$ cat config.mk
export PLATFORM = sky130hd
export DESIGN_NAME = fim_top
export DESIGN_NICKNAME = d
export VERILOG_FILES = /design/src/rtl/fim_pkg.sv /design/src/rtl/fim_cfg_if.sv /design/src/rtl/fim_sender.sv /design/src/rtl/fim_top.sv
export VERILOG_INCLUDE_DIRS = /design/src /design/src/rtl
export SDC_FILE = /design/constraint.sdc
export NUM_CORES = 1
export LEC_CHECK = 0
export ABC_AREA = 1
export BUFFER_PORTS_ARGS = -buffer_cell sky130_fd_sc_hd__buf_2
export CAP_MARGIN = 10
export CORE_MARGIN = 2
export CORE_UTILIZATION = 54
export DETAILED_ROUTE_END_ITERATION = 10
export HOLD_SLACK_MARGIN = 0.02
export PLACE_DENSITY_LB_ADDON = 0.25
export SLEW_MARGIN = 20
export SYNTH_ARGS = -nofsm -noshare
export SYNTH_HDL_FRONTEND = slang
export SYNTH_SLANG_ARGS = --single-unit
$ cat constraint.sdc
create_clock -name pclk -period 1.7 [get_ports pclk]
set_input_delay 0.34 -clock pclk [delete_from_list [all_inputs] [get_ports pclk]]
set_output_delay 0.34 -clock pclk [all_outputs]
set_load 0.03 [all_outputs]
$ cat src/rtl/fim_map.svh
// Register offsets, field positions, reset values and attribute codes of the fault interrupt message block.
`ifndef FIM_MAP_SVH
`define FIM_MAP_SVH
`define FIM_OFS_TARGET_LO 12'he80
`define FIM_OFS_TARGET_HI 12'he84
`define FIM_OFS_PAYLOAD 12'he88
`define FIM_OFS_CONTROL 12'he8c
`define FIM_OFS_IRQ_STATUS 12'hef0
`define FIM_OFS_IRQ_MASK 12'hef4
`define FIM_ADDR_LSB 2
`define FIM_ADDR_MSB 55
`define FIM_CTL_ENABLE_BIT 7
`define FIM_CTL_NS_BIT 6
`define FIM_CTL_SH_MSB 5
`define FIM_CTL_SH_LSB 4
`define FIM_CTL_MT_MSB 3
`define FIM_CTL_MT_LSB 0
`define FIM_CTL_ENABLE_RST 1'h0
`define FIM_SH_NONE 2'h0
`define FIM_SH_OUTER 2'h2
`define FIM_SH_INNER 2'h3
`define FIM_MT_NORMAL_NC 4'h5
`define FIM_MT_DEVICE_MAX 4'h3
`define FIM_MT_RSVD_A 4'h4
`define FIM_MT_RSVD_B 4'h8
`define FIM_MT_RSVD_C 4'hc
`define FIM_STS_SENT_BIT 0
`define FIM_STS_DROP_BIT 1
`define FIM_STS_ERR_BIT 2
`endif

$ cat src/rtl/fim_pkg.sv
// Types shared by the fault interrupt message block.
package fim_pkg;
  typedef enum logic [1:0] {
    FIM_IDLE,
    FIM_SEND
  } fim_state_e;
  typedef struct packed {
    logic ns;
    logic [1:0] sh;
    logic [3:0] mt;
  } fim_attr_s;
endpackage

$ cat src/rtl/fim_cfg_if.sv
// Configuration bundle passed from the register file to the message writer.
`timescale 1ns/1ns
interface fim_cfg_if #(parameter int AW = 56);
  logic enable;
  logic [AW-1:0] target;
  logic [31:0] payload;
  fim_pkg::fim_attr_s attr;
  modport src (output enable, output target, output payload, output attr);
  modport dst (input enable, input target, input payload, input attr);
endinterface

$ cat src/rtl/fim_sender.sv
// Issues one message write per fault event that arrives while enabled and idle, using the configured address, payload, ns and mt;
// sh is the configured value except for device and normal non-cacheable memory types, which are sent as outer shareable.
`timescale 1ns/1ns
`include "fim_map.svh"
module fim_sender #(
  parameter int AW = 56
) (
  // Clock and reset
  input wire logic pclk,
  input wire logic presetn,
  // Configuration
  fim_cfg_if.dst cfg,
  // Fault event
  input wire logic fault_event,
  // Message write port
  output logic msg_valid,
  input wire logic msg_ready,
  output logic [AW-1:0] msg_addr,
  output logic [31:0] msg_data,
  output logic msg_ns,
  output logic [1:0] msg_sh,
  output logic [3:0] msg_mt,
  input wire logic msg_err,
  // Event pulses
  output logic sent_pulse,
  output logic drop_pulse,
  output logic err_pulse
);
  fim_pkg::fim_state_e state_reg, state_next;
  logic mt_forces_outer;
  logic [1:0] sh_eff;
  logic launch;
  logic done;
  assign mt_forces_outer = (cfg.attr.mt <= `FIM_MT_DEVICE_MAX) || (cfg.attr.mt == `FIM_MT_NORMAL_NC);
  assign sh_eff = mt_forces_outer ? `FIM_SH_OUTER : cfg.attr.sh;
  assign launch = fault_event && cfg.enable && (state_reg == fim_pkg::FIM_IDLE);
  assign done = (state_reg == fim_pkg::FIM_SEND) && msg_ready;
  assign msg_valid = (state_reg == fim_pkg::FIM_SEND);
  assign drop_pulse = fault_event && !launch;
  assign sent_pulse = done;
  assign err_pulse = done && msg_err;

  always_comb begin
    state_next = state_reg;
    case (state_reg)
      fim_pkg::FIM_IDLE: begin
        if (launch) begin
          state_next = fim_pkg::FIM_SEND;
        end
      end
      fim_pkg::FIM_SEND: begin
        if (msg_ready) begin
          state_next = fim_pkg::FIM_IDLE;
        end
      end
      default: begin
        state_next = fim_pkg::FIM_IDLE;
      end
    endcase
  end

  always_ff @(posedge pclk or negedge presetn) begin
    if (!presetn) begin
      state_reg <= fim_pkg::FIM_IDLE;
    end else begin
      state_reg <= state_next;
    end
  end

  // Attributes are frozen at launch so a register write cannot tear a write in flight.
  always_ff @(posedge pclk or negedge presetn) begin
    if (!presetn) begin
      msg_addr <= '0;
      msg_data <= 32'h0;
      msg_ns <= 1'h0;
      msg_sh <= 2'h0;
      msg_mt <= 4'h0;
    end else if (launch) begin
      msg_addr <= cfg.target;
      msg_data <= cfg.payload;
      msg_ns <= cfg.attr.ns;
      msg_sh <= sh_eff;
      msg_mt <= cfg.attr.mt;
    end
  end
endmodule

$ cat src/rtl/fim_top.sv
// Fault interrupt message configuration registers with APB access and the message writer.
`timescale 1ns/1ns
`include "fim_map.svh"
module fim_top #(
  parameter bit IRQ_CFG_PRESENT = 1'b1,
  parameter bit FAULT_IRQ_PRESENT = 1'b1,
  parameter bit RECOMMENDED_LAYOUT = 1'b1,
  parameter int PA_WIDTH = 48,
  parameter bit ENABLE_CONFIGURABLE = 1'b1,
  parameter bit NS_WRITES_ALLOWED = 1'b0,
  parameter bit NS_CONFIGURABLE = 1'b1,
  parameter bit NS_RESET = 1'b1,
  parameter bit NS_FIXED = 1'b1,
  parameter bit SH_CONFIGURABLE = 1'b1,
  parameter logic [1:0] SH_FIXED = 2'h2,
  parameter bit MT_CONFIGURABLE = 1'b1,
  parameter logic [3:0] MT_FIXED = 4'h0
) (
  // APB slave
  input wire logic pclk,
  input wire logic presetn,
  input wire logic psel,
  input wire logic penable,
  input wire logic pwrite,
  input wire logic [11:0] paddr,
  input wire logic [31:0] pwdata,
  input wire logic [3:0] pstrb,
  output logic [31:0] prdata,
  output logic pready,
  output logic pslverr,
  // Fault event from the error records
  input wire logic fault_event,
  // Message write to the interconnect
  output logic msg_valid,
  input wire logic msg_ready,
  output logic [55:0] msg_addr,
  output logic [31:0] msg_data,
  output logic msg_ns,
  output logic [1:0] msg_sh,
  output logic [3:0] msg_mt,
  input wire logic msg_err,
  // Interrupt
  output logic irq
);
  localparam int AW = `FIM_ADDR_MSB + 1;

  fim_cfg_if #(.AW(AW)) cfg ();

  // Storage for the address field, payload and control fields.
  logic [AW-1:0] addr_reg;
  logic [31:0] payload_reg;
  logic enable_reg;
  logic ns_reg;
  logic [1:0] sh_reg;
  logic [3:0] mt_reg;
  logic [2:0] status_reg;
  logic [2:0] mask_reg;
  logic [2:0] status_next;

  // Presence and layout decode.
  logic regs_present;
  logic impl_layout;
  assign regs_present = IRQ_CFG_PRESENT && (FAULT_IRQ_PRESENT || !RECOMMENDED_LAYOUT);
  assign impl_layout = !RECOMMENDED_LAYOUT;

  // Address decoding.
  logic wr_access;
  logic rd_access;
  logic sel_tlo;
  logic sel_thi;
  logic sel_pay;
  logic sel_ctl;
  logic sel_sts;
  logic sel_msk;
  logic mapped;
  assign wr_access = psel && penable && pwrite;
  assign rd_access = psel && penable && !pwrite;
  assign sel_tlo = (paddr == `FIM_OFS_TARGET_LO);
  assign sel_thi = (paddr == `FIM_OFS_TARGET_HI);
  assign sel_pay = (paddr == `FIM_OFS_PAYLOAD);
  assign sel_ctl = (paddr == `FIM_OFS_CONTROL);
  assign sel_sts = (paddr == `FIM_OFS_IRQ_STATUS);
  assign sel_msk = (paddr == `FIM_OFS_IRQ_MASK);
  assign mapped = sel_tlo || sel_thi || sel_pay || sel_ctl || sel_sts || sel_msk;
  assign pready = 1'b1;
  assign pslverr = psel && penable && !mapped;

  // Byte-lane merge of write data onto the current register value.
  function automatic logic [31:0] merge(input logic [31:0] old, input logic [31:0] wd, input logic [3:0] st);
    logic [31:0] r;
    r = old;
    for (int i = 0; i < 4; i++) begin
      if (st[i]) begin
        r[i*8 +: 8] = wd[i*8 +: 8];
      end
    end
    return r;
  endfunction

  // Physical address mask: bits above the supported width and the low two bits stay zero.
  logic [AW-1:0] pa_mask;
  assign pa_mask = {{(AW-PA_WIDTH){1'b0}}, {(PA_WIDTH-`FIM_ADDR_LSB){1'b1}}, 2'b00};

  logic [63:0] addr_word;
  logic [31:0] ctl_word;
  logic [63:0] addr_new_lo;
  logic [63:0] addr_new_hi;
  assign addr_word = {8'h00, addr_reg & pa_mask};
  assign addr_new_lo = {addr_word[63:32], merge(addr_word[31:0], pwdata, pstrb)};
  assign addr_new_hi = {merge(addr_word[63:32], pwdata, pstrb), addr_word[31:0]};

  // Visible control fields, with fixed attributes reading as zero.
  logic en_vis;
  logic ns_vis;
  logic [1:0] sh_vis;
  logic [3:0] mt_vis;
  logic ns_cfg;
  assign ns_cfg = NS_CONFIGURABLE && !NS_WRITES_ALLOWED;
  assign en_vis = ENABLE_CONFIGURABLE ? enable_reg : 1'b0;
  assign ns_vis = ns_cfg ? ns_reg : 1'b0;
  assign sh_vis = SH_CONFIGURABLE ? sh_reg : 2'h0;
  assign mt_vis = MT_CONFIGURABLE ? mt_reg : 4'h0;
  assign ctl_word = {24'h000000, en_vis, ns_vis, sh_vis, mt_vis};

  logic [31:0] ctl_new;
  assign ctl_new = merge(ctl_word, pwdata, pstrb);

  // Read data selection; absent registers read as zero.
  logic [31:0] rd_mux;
  assign rd_mux = !regs_present ? 32'h0 :
                  sel_tlo ? addr_word[31:0] :
                  sel_thi ? addr_word[63:32] :
                  sel_pay ? payload_reg :
                  sel_ctl ? ctl_word :
                  sel_sts ? {29'h0, status_reg} :
                  sel_msk ? {29'h0, mask_reg} : 32'h0;

  always_ff @(posedge pclk or negedge presetn) begin
    if (!presetn) begin
      prdata <= 32'h0;
    end else if (psel && !penable && !pwrite) begin
      prdata <= rd_mux;
    end
  end

  logic reg_wr;
  assign reg_wr = wr_access && regs_present;

  // Address and payload carry no reset, their contents are undefined until written.
  always_ff @(posedge pclk) begin
    if (reg_wr && sel_tlo) begin
      addr_reg <= addr_new_lo[AW-1:0] & pa_mask;
    end else if (reg_wr && sel_thi) begin
      addr_reg <= addr_new_hi[AW-1:0] & pa_mask;
    end
    if (reg_wr && sel_pay) begin
      payload_reg <= merge(payload_reg, pwdata, pstrb);
    end
    if (reg_wr && sel_ctl) begin
      sh_reg <= ctl_new[`FIM_CTL_SH_MSB:`FIM_CTL_SH_LSB];
      mt_reg <= ctl_new[`FIM_CTL_MT_MSB:`FIM_CTL_MT_LSB];
    end
  end

  always_ff @(posedge pclk or negedge presetn) begin
    if (!presetn) begin
      enable_reg <= `FIM_CTL_ENABLE_RST;
      ns_reg <= NS_RESET;
    end else if (reg_wr && sel_ctl) begin
      enable_reg <= ctl_new[`FIM_CTL_ENABLE_BIT];
      ns_reg <= ctl_new[`FIM_CTL_NS_BIT];
    end
  end

  // Effective configuration delivered to the writer.
  assign cfg.enable = regs_present && !impl_layout && (ENABLE_CONFIGURABLE ? enable_reg : 1'b1);
  assign cfg.target = addr_reg & pa_mask;
  assign cfg.payload = payload_reg;
  assign cfg.attr.ns = NS_WRITES_ALLOWED ? 1'b1 : (ns_cfg ? ns_reg : NS_FIXED);
  assign cfg.attr.sh = SH_CONFIGURABLE ? sh_reg : SH_FIXED;
  assign cfg.attr.mt = MT_CONFIGURABLE ? mt_reg : MT_FIXED;

  logic sent_pulse;
  logic drop_pulse;
  logic err_pulse;

  fim_sender #(.AW(AW)) u_sender (
    .pclk(pclk),
    .presetn(presetn),
    .cfg(cfg),
    .fault_event(fault_event),
    .msg_valid(msg_valid),
    .msg_ready(msg_ready),
    .msg_addr(msg_addr),
    .msg_data(msg_data),
    .msg_ns(msg_ns),
    .msg_sh(msg_sh),
    .msg_mt(msg_mt),
    .msg_err(msg_err),
    .sent_pulse(sent_pulse),
    .drop_pulse(drop_pulse),
    .err_pulse(err_pulse)
  );

  // Sticky status: new events win over a write-one clear in the same cycle.
  logic [2:0] ev_vec;
  logic [2:0] clr_vec;
  assign ev_vec = {err_pulse, drop_pulse, sent_pulse};
  assign clr_vec = (wr_access && sel_sts && pstrb[0]) ? pwdata[2:0] : 3'h0;
  assign status_next = (status_reg & ~clr_vec) | ev_vec;

  always_ff @(posedge pclk or negedge presetn) begin
    if (!presetn) begin
      status_reg <= 3'h0;
      mask_reg <= 3'h0;
    end else begin
      status_reg <= status_next;
      if (wr_access && sel_msk && pstrb[0]) begin
        mask_reg <= pwdata[2:0];
      end
    end
  end

  assign irq = |(status_reg & mask_reg);
endmodule
Word level (Yosys, flattened, before mapping)

Cells that the tools add are included.

Flip-flop bits (word level): 211
Bits of input ports: 56
Output and inout bits: 131
Logic and storage cells: 97

$lt $le $gt $ge: 1
Equal/unequal tests: 10
Muxes and demuxes: 16
Bitwise gates (word level): 5
Reduce and logical (&&, ||, !) cells: 42

Operators with widths:

| kind                 | count |
|---|---|
| $mux 32              | 4 |
| $eq 12x12->1 const B | 6 |
| $mux 8               | 5 |
| $reduce_and 2->1     | 10 |
| $logic_and 1x1->1    | 18 |
| $mux 3               | 3 |
| $and 3x3->3          | 2 |
| $logic_or 1x1->1     | 6 |
| $mux 2               | 3 |
| $reduce_and 3->1     | 2 |
| $eq 4x3->1 const B   | 1 |
| $le 4x2->1 const B   | 1 |
| $logic_not 1->1      | 4 |
| $ne 2x1->1 const B   | 2 |
| $pmux 2 s2           | 1 |
| $not 3->3            | 1 |
| $or 3x3->3           | 1 |
| $reduce_or 3->1      | 1 |
| $eq 2x1->1 const B   | 1 |
| $logic_not 2->1      | 1 |
| $not 1->1            | 1 |

Depth between registers and ports, before layout

Depth after elaboration: 8
Mapped depth: 12
Gate-level depth less buffers: 11

By module

Synthesis repeated with hierarchy kept, for this count alone.

Cell total of the unflattened synthesis: 887
Area, all modules: 8764.7 sq um

By module, submodules not included:

| module     | times used | cells each | area each (sq um) |
|---|---|---|---|
| fim_top    | 1          | 470        | 5106.1 |
| fim_sender | 1          | 417        | 3658.5 |

Least setup slack after synthesis

Ideal clock, no wire load.

Path kind: input port to flip-flop
From: input paddr[2]
To: register payload_reg[16] (netlist: cfg.payload[16]) (enable)
Data arrival time: 1.652 ns
Required time: 1.317 ns
Path slack: -0.335 ns
Cell stages on the path: 5
Buffers on the path: 2
Path through: buf_6 > nor3_2 > nand2_2 > buf_2 > nor3_1

Cells in the longest elaborated chain, start to end: 3

Ends and longest elaborated chain:

| item                       | RTL line       | source |
|---|---|---|
| start, declared            | fim_top.sv:25  | `input wire logic [11:0] paddr,` |
| $eq 12x12->1 (no line)     | --             |  |
| $logic_and 1x1->1          | fim_top.sv:156 | `if (reg_wr && sel_pay) begin` |
| $reduce_and 2->1 (no line) | --             |  |
| end signal, assigned       | fim_top.sv:157 | `payload_reg <= merge(payload_reg, pwdata, pstrb);` |
| end, declared              | fim_top.sv:51  | `logic [31:0] payload_reg;` |

Every way passes these cells.
A chain may end at the register's enable or synchronous reset.

Worst setup path after layout

From: input paddr[3]
To: output pslverr

Cells in the longest elaborated chain, start to end: 8
Elaborated cells between the ends (all ways): 13
Those cells by class: eq/ne (6); reduce/logical (7)

Ends and longest elaborated chain:

| item                          | RTL line      | source |
|---|---|---|
| $eq 12x12->1 (no line)        | --            |  |
| $logic_or 1x1->1 (4 in a row) | fim_top.sv:84 | `assign mapped = sel_tlo \|\| sel_thi \|\| sel_pay \|\| sel_ctl \|\| sel_sts \|\| sel_msk;` |
| $logic_or 1x1->1 *            | fim_top.sv:84 |  |
| $logic_not 1->1 *             | fim_top.sv:86 | `assign pslverr = psel && penable && !mapped;` |
| $logic_and 1x1->1 *           | fim_top.sv:86 |  |
| end, declared                 | fim_top.sv:30 | `output logic pslverr,` |

Every way passes the cells marked *; elsewhere a longest branch is shown, timed or not.

==> run_results.csv <==
group,metric,value,unit
outcome,run_status,"completed",
worst_hold_path,holdCritPathClass,"in2reg",
cts,clk_latency,0.50,ns
logic_synthesis,yosys.area.top_type,"dfrtp_1",
finish,finalInstanceArea,10500,um2
placed_design,place_congestion,0.889,
finish,syn_to_final_growth,24.5,%
placed_design,port_buffers,175,
finish,fillers,1184,
global_route,grt.total_usage,0.252,
finish,antenna_cells,0,
placed_design,dpl-instance-area,9850,um2
drt,post_drt_via_cell_ratio,5.05,
logic_synthesis,synth-edff-count,84,
floorplan,die_area,16700,um2
cts,cts-root-buf,"clkbuf_16",
power_and_ir_drop,leakage,5.28,nW
finish,stdcell_count,1259,
drt,wl,20600,um
global_route,grt_max_degree,84,
cts,numClockSinks,210,
logic_synthesis,ys_types,33,
power_and_ir_drop,power.total,12.3,mW
cts,cts_buffers,21,
logic_synthesis,synth_ff_type,"dfrtp_1",
drt,ant_nets,0,
floorplan,die_x,129,um
worst_setup_path,crit_required,1.36,ns
power_and_ir_drop,vdd_drop_max,0.782,mV
worst_hold_path,whs_path_depth,1,
drt,wl_per_cell,16.3,um
worst_setup_path,critPathKind,"in2out",
cts,cts_tree,"built",
logic_synthesis,syn_area,8450,um2
drt,drt_first_pass_iters,5,
sta,rsz0062_at_grt,"false",
floorplan,rows,45,
sta,whs,0.0389,ns
power_and_ir_drop,p_per_area,1170,nW/um2
drt,drt-initial-drc-count,488,
cts,htree_levels,1,
logic_synthesis,avgSynthCellArea,10.3,um2
worst_setup_path,endpoint_kind,"output pin",
drt,drc_errors,0,
logic_synthesis,yosys-top-cells-area,"dfrtp_1 (37%), edfxtp_1 (30%), nand2_1 (12%)",
placed_design,placed_cells,1221,
floorplan,start_util,0.554,
drt,vias,6363,
sta,skew,0.0164,ns
sta,hold_violations,0,
sta,final.period_utilization,0.957,
logic_synthesis,synthArstFlopShare,0.600,
logic_synthesis,synth_seq_cells,210,
logic_synthesis,synth.most_common_cell,"nand2_1",
finish,drive_gt1_frac,0.278,
sta,maxClockFrequency,615,MHz
sta,min_period,1.63,ns
global_route,grt_pass1_wl,32300,um
sta,setup_viol,0,
logic_synthesis,synthTopCellsByCount,"nand2_1 (267), dfrtp_1 (125), inv_1 (99)",
cts,postCtsSetupRepairBufs,0,
global_route,grt_antenna_before_repair,0,
worst_setup_path,start_kind,"primary input",
logic_synthesis,synth_top_area_share,0.370,
finish,nets,1089,
finish,utilization,0.690,
cts,clockBufferDepth,3,
worst_setup_path,critical_path.max_fanout,3,
sta,maxSlewViolCount,0,
placed_design,dp_hpwl,15200,um
floorplan,io_pins,187,
job,drv_cap,0,
logic_synthesis,synth_warnings,0,
worst_setup_path,arrival,1.29,ns
global_route,grt_pass1_vias,6155,
floorplan,core,15300,um2
cts,path_clk_slew,0.06,ns
floorplan,chipHeight,129,um
global_route,overflow,0,
worst_setup_path,worstRegToRegCells,5,
logic_synthesis,synth-seq-area-share,0.672,
logic_synthesis,synth_cells,823,
## stage by stage
step | setup TNS, ns | setup WS, ns
after CTS | 0 | 0.0233
after detailed placement | -1.48 | -0.0604
after floorplan | -3.03 | -0.102
after global routing | 0 | 0.0102
after global placement | -0.184 | -0.0124
final | 0 | 0.0737
## area by class of cell
| cell class | instances | area (um2) | area share |
|---|---|---|---|
| clock inverters | 12 | 91.3 | 0.00868 |
| inverters | 108 | 410 | 0.0390 |
| multi-input cells | 473 | 2200 | 0.209 |
| flip-flops and latches | 210 | 5680 | 0.540 |
| clock buffers | 26 | 564 | 0.0536 |
| well taps | 211 | 264 | 0.0251 |
| repair buffers | 219 | 1310 | 0.125 |
## per-layer routing
layer / track usage / up-vias / part of all wire
met4: 0.0870 / 0 / 0.033
met2: 0.410 / 244 / 0.47
met3: 0.0363 / 50 / 0.065
met1: 0.353 / 3004 / 0.43
met5: 0 / - / 0
li1: - / 3065 / -
## critical path, cell delays in order
cell and delay [ns]:
buf_2 0.10, inv_2 0.05, nand2_1 0.13, buf_4 0.15
inv_1 0.09, a221oi_2 0.23, buf_4 0.20
## placed cells by master, fill, tap and decap left out, types with 2 or more instances in the layout
master / instances
nor3_4: 3
buf_4: 37
inv_2: 7
clkbuf_16: 21
edfxtp_1: 84
nor3_2: 4
inv_1: 99
nand4_1: 7
buf_12: 8
clkinv_2: 3
nand2_1: 265
dfrtp_1: 125
o21ai_0: 33
nor2_4: 4
a21oi_1: 4
nor2_2: 7
nor2_1: 15
inv_4: 3
a2bb2oi_1: 3
o22ai_2: 3
nand3_2: 2
nand3_1: 37
buf_2: 173
clkbuf_8: 2
clkinv_1: 4
nand2_2: 7
conb_1: 11
o22ai_1: 18
clkbuf_1: 3
o21ai_1: 44
o221ai_1: 2
o21a_1: 2
## where the power goes
group	internal [mW]	total (mW)	leakage (nW)	switching, mW
sequential	5.66	5.88	2.33	0.222
combinational	0.544	2.02	2.63	1.47
clock	2.52	4.39	0.322	1.87
## logic make-up after synthesis
| group | share of synthesized area |
|---|---|
| compound gates | 0.0737 |
| flops | 0.672 |
| buf+inv | 0.0757 |
| other cells | 0.000889 |
| simple gates | 0.178 |
## path summary, 6_finish.rpt
kind	start	slack, ns	end
worst max register to register	u_sender.state_reg[0]$_DFFE_PN0P_	0.33	u_sender.msg_addr[21]$_DFFE_PN0P_
worst min register to register	u_sender.msg_addr[32]$_DFFE_PN0P_	0.47	u_sender.msg_addr[32]$_DFFE_PN0P_
min in group asynchronous	presetn	0.22	u_sender.msg_addr[8]$_DFFE_PN0P_
worst max-delay path	paddr[3]	0.07	pslverr
max in group asynchronous	presetn	0.90	ns_reg$_DFFE_PN1P_
worst min-delay path	pwdata[24]	0.04	addr_reg[24]$_DFFE_PP_
## timing repair
item                       in CTS  in global routing
hold endpoints to repair      125                  0
hold buffers                    1                  0
pin swaps                       0                  1
setup endpoints to repair       1                  1
gates resized for setup         1                  3
Power figures use the tool's default switching activity.
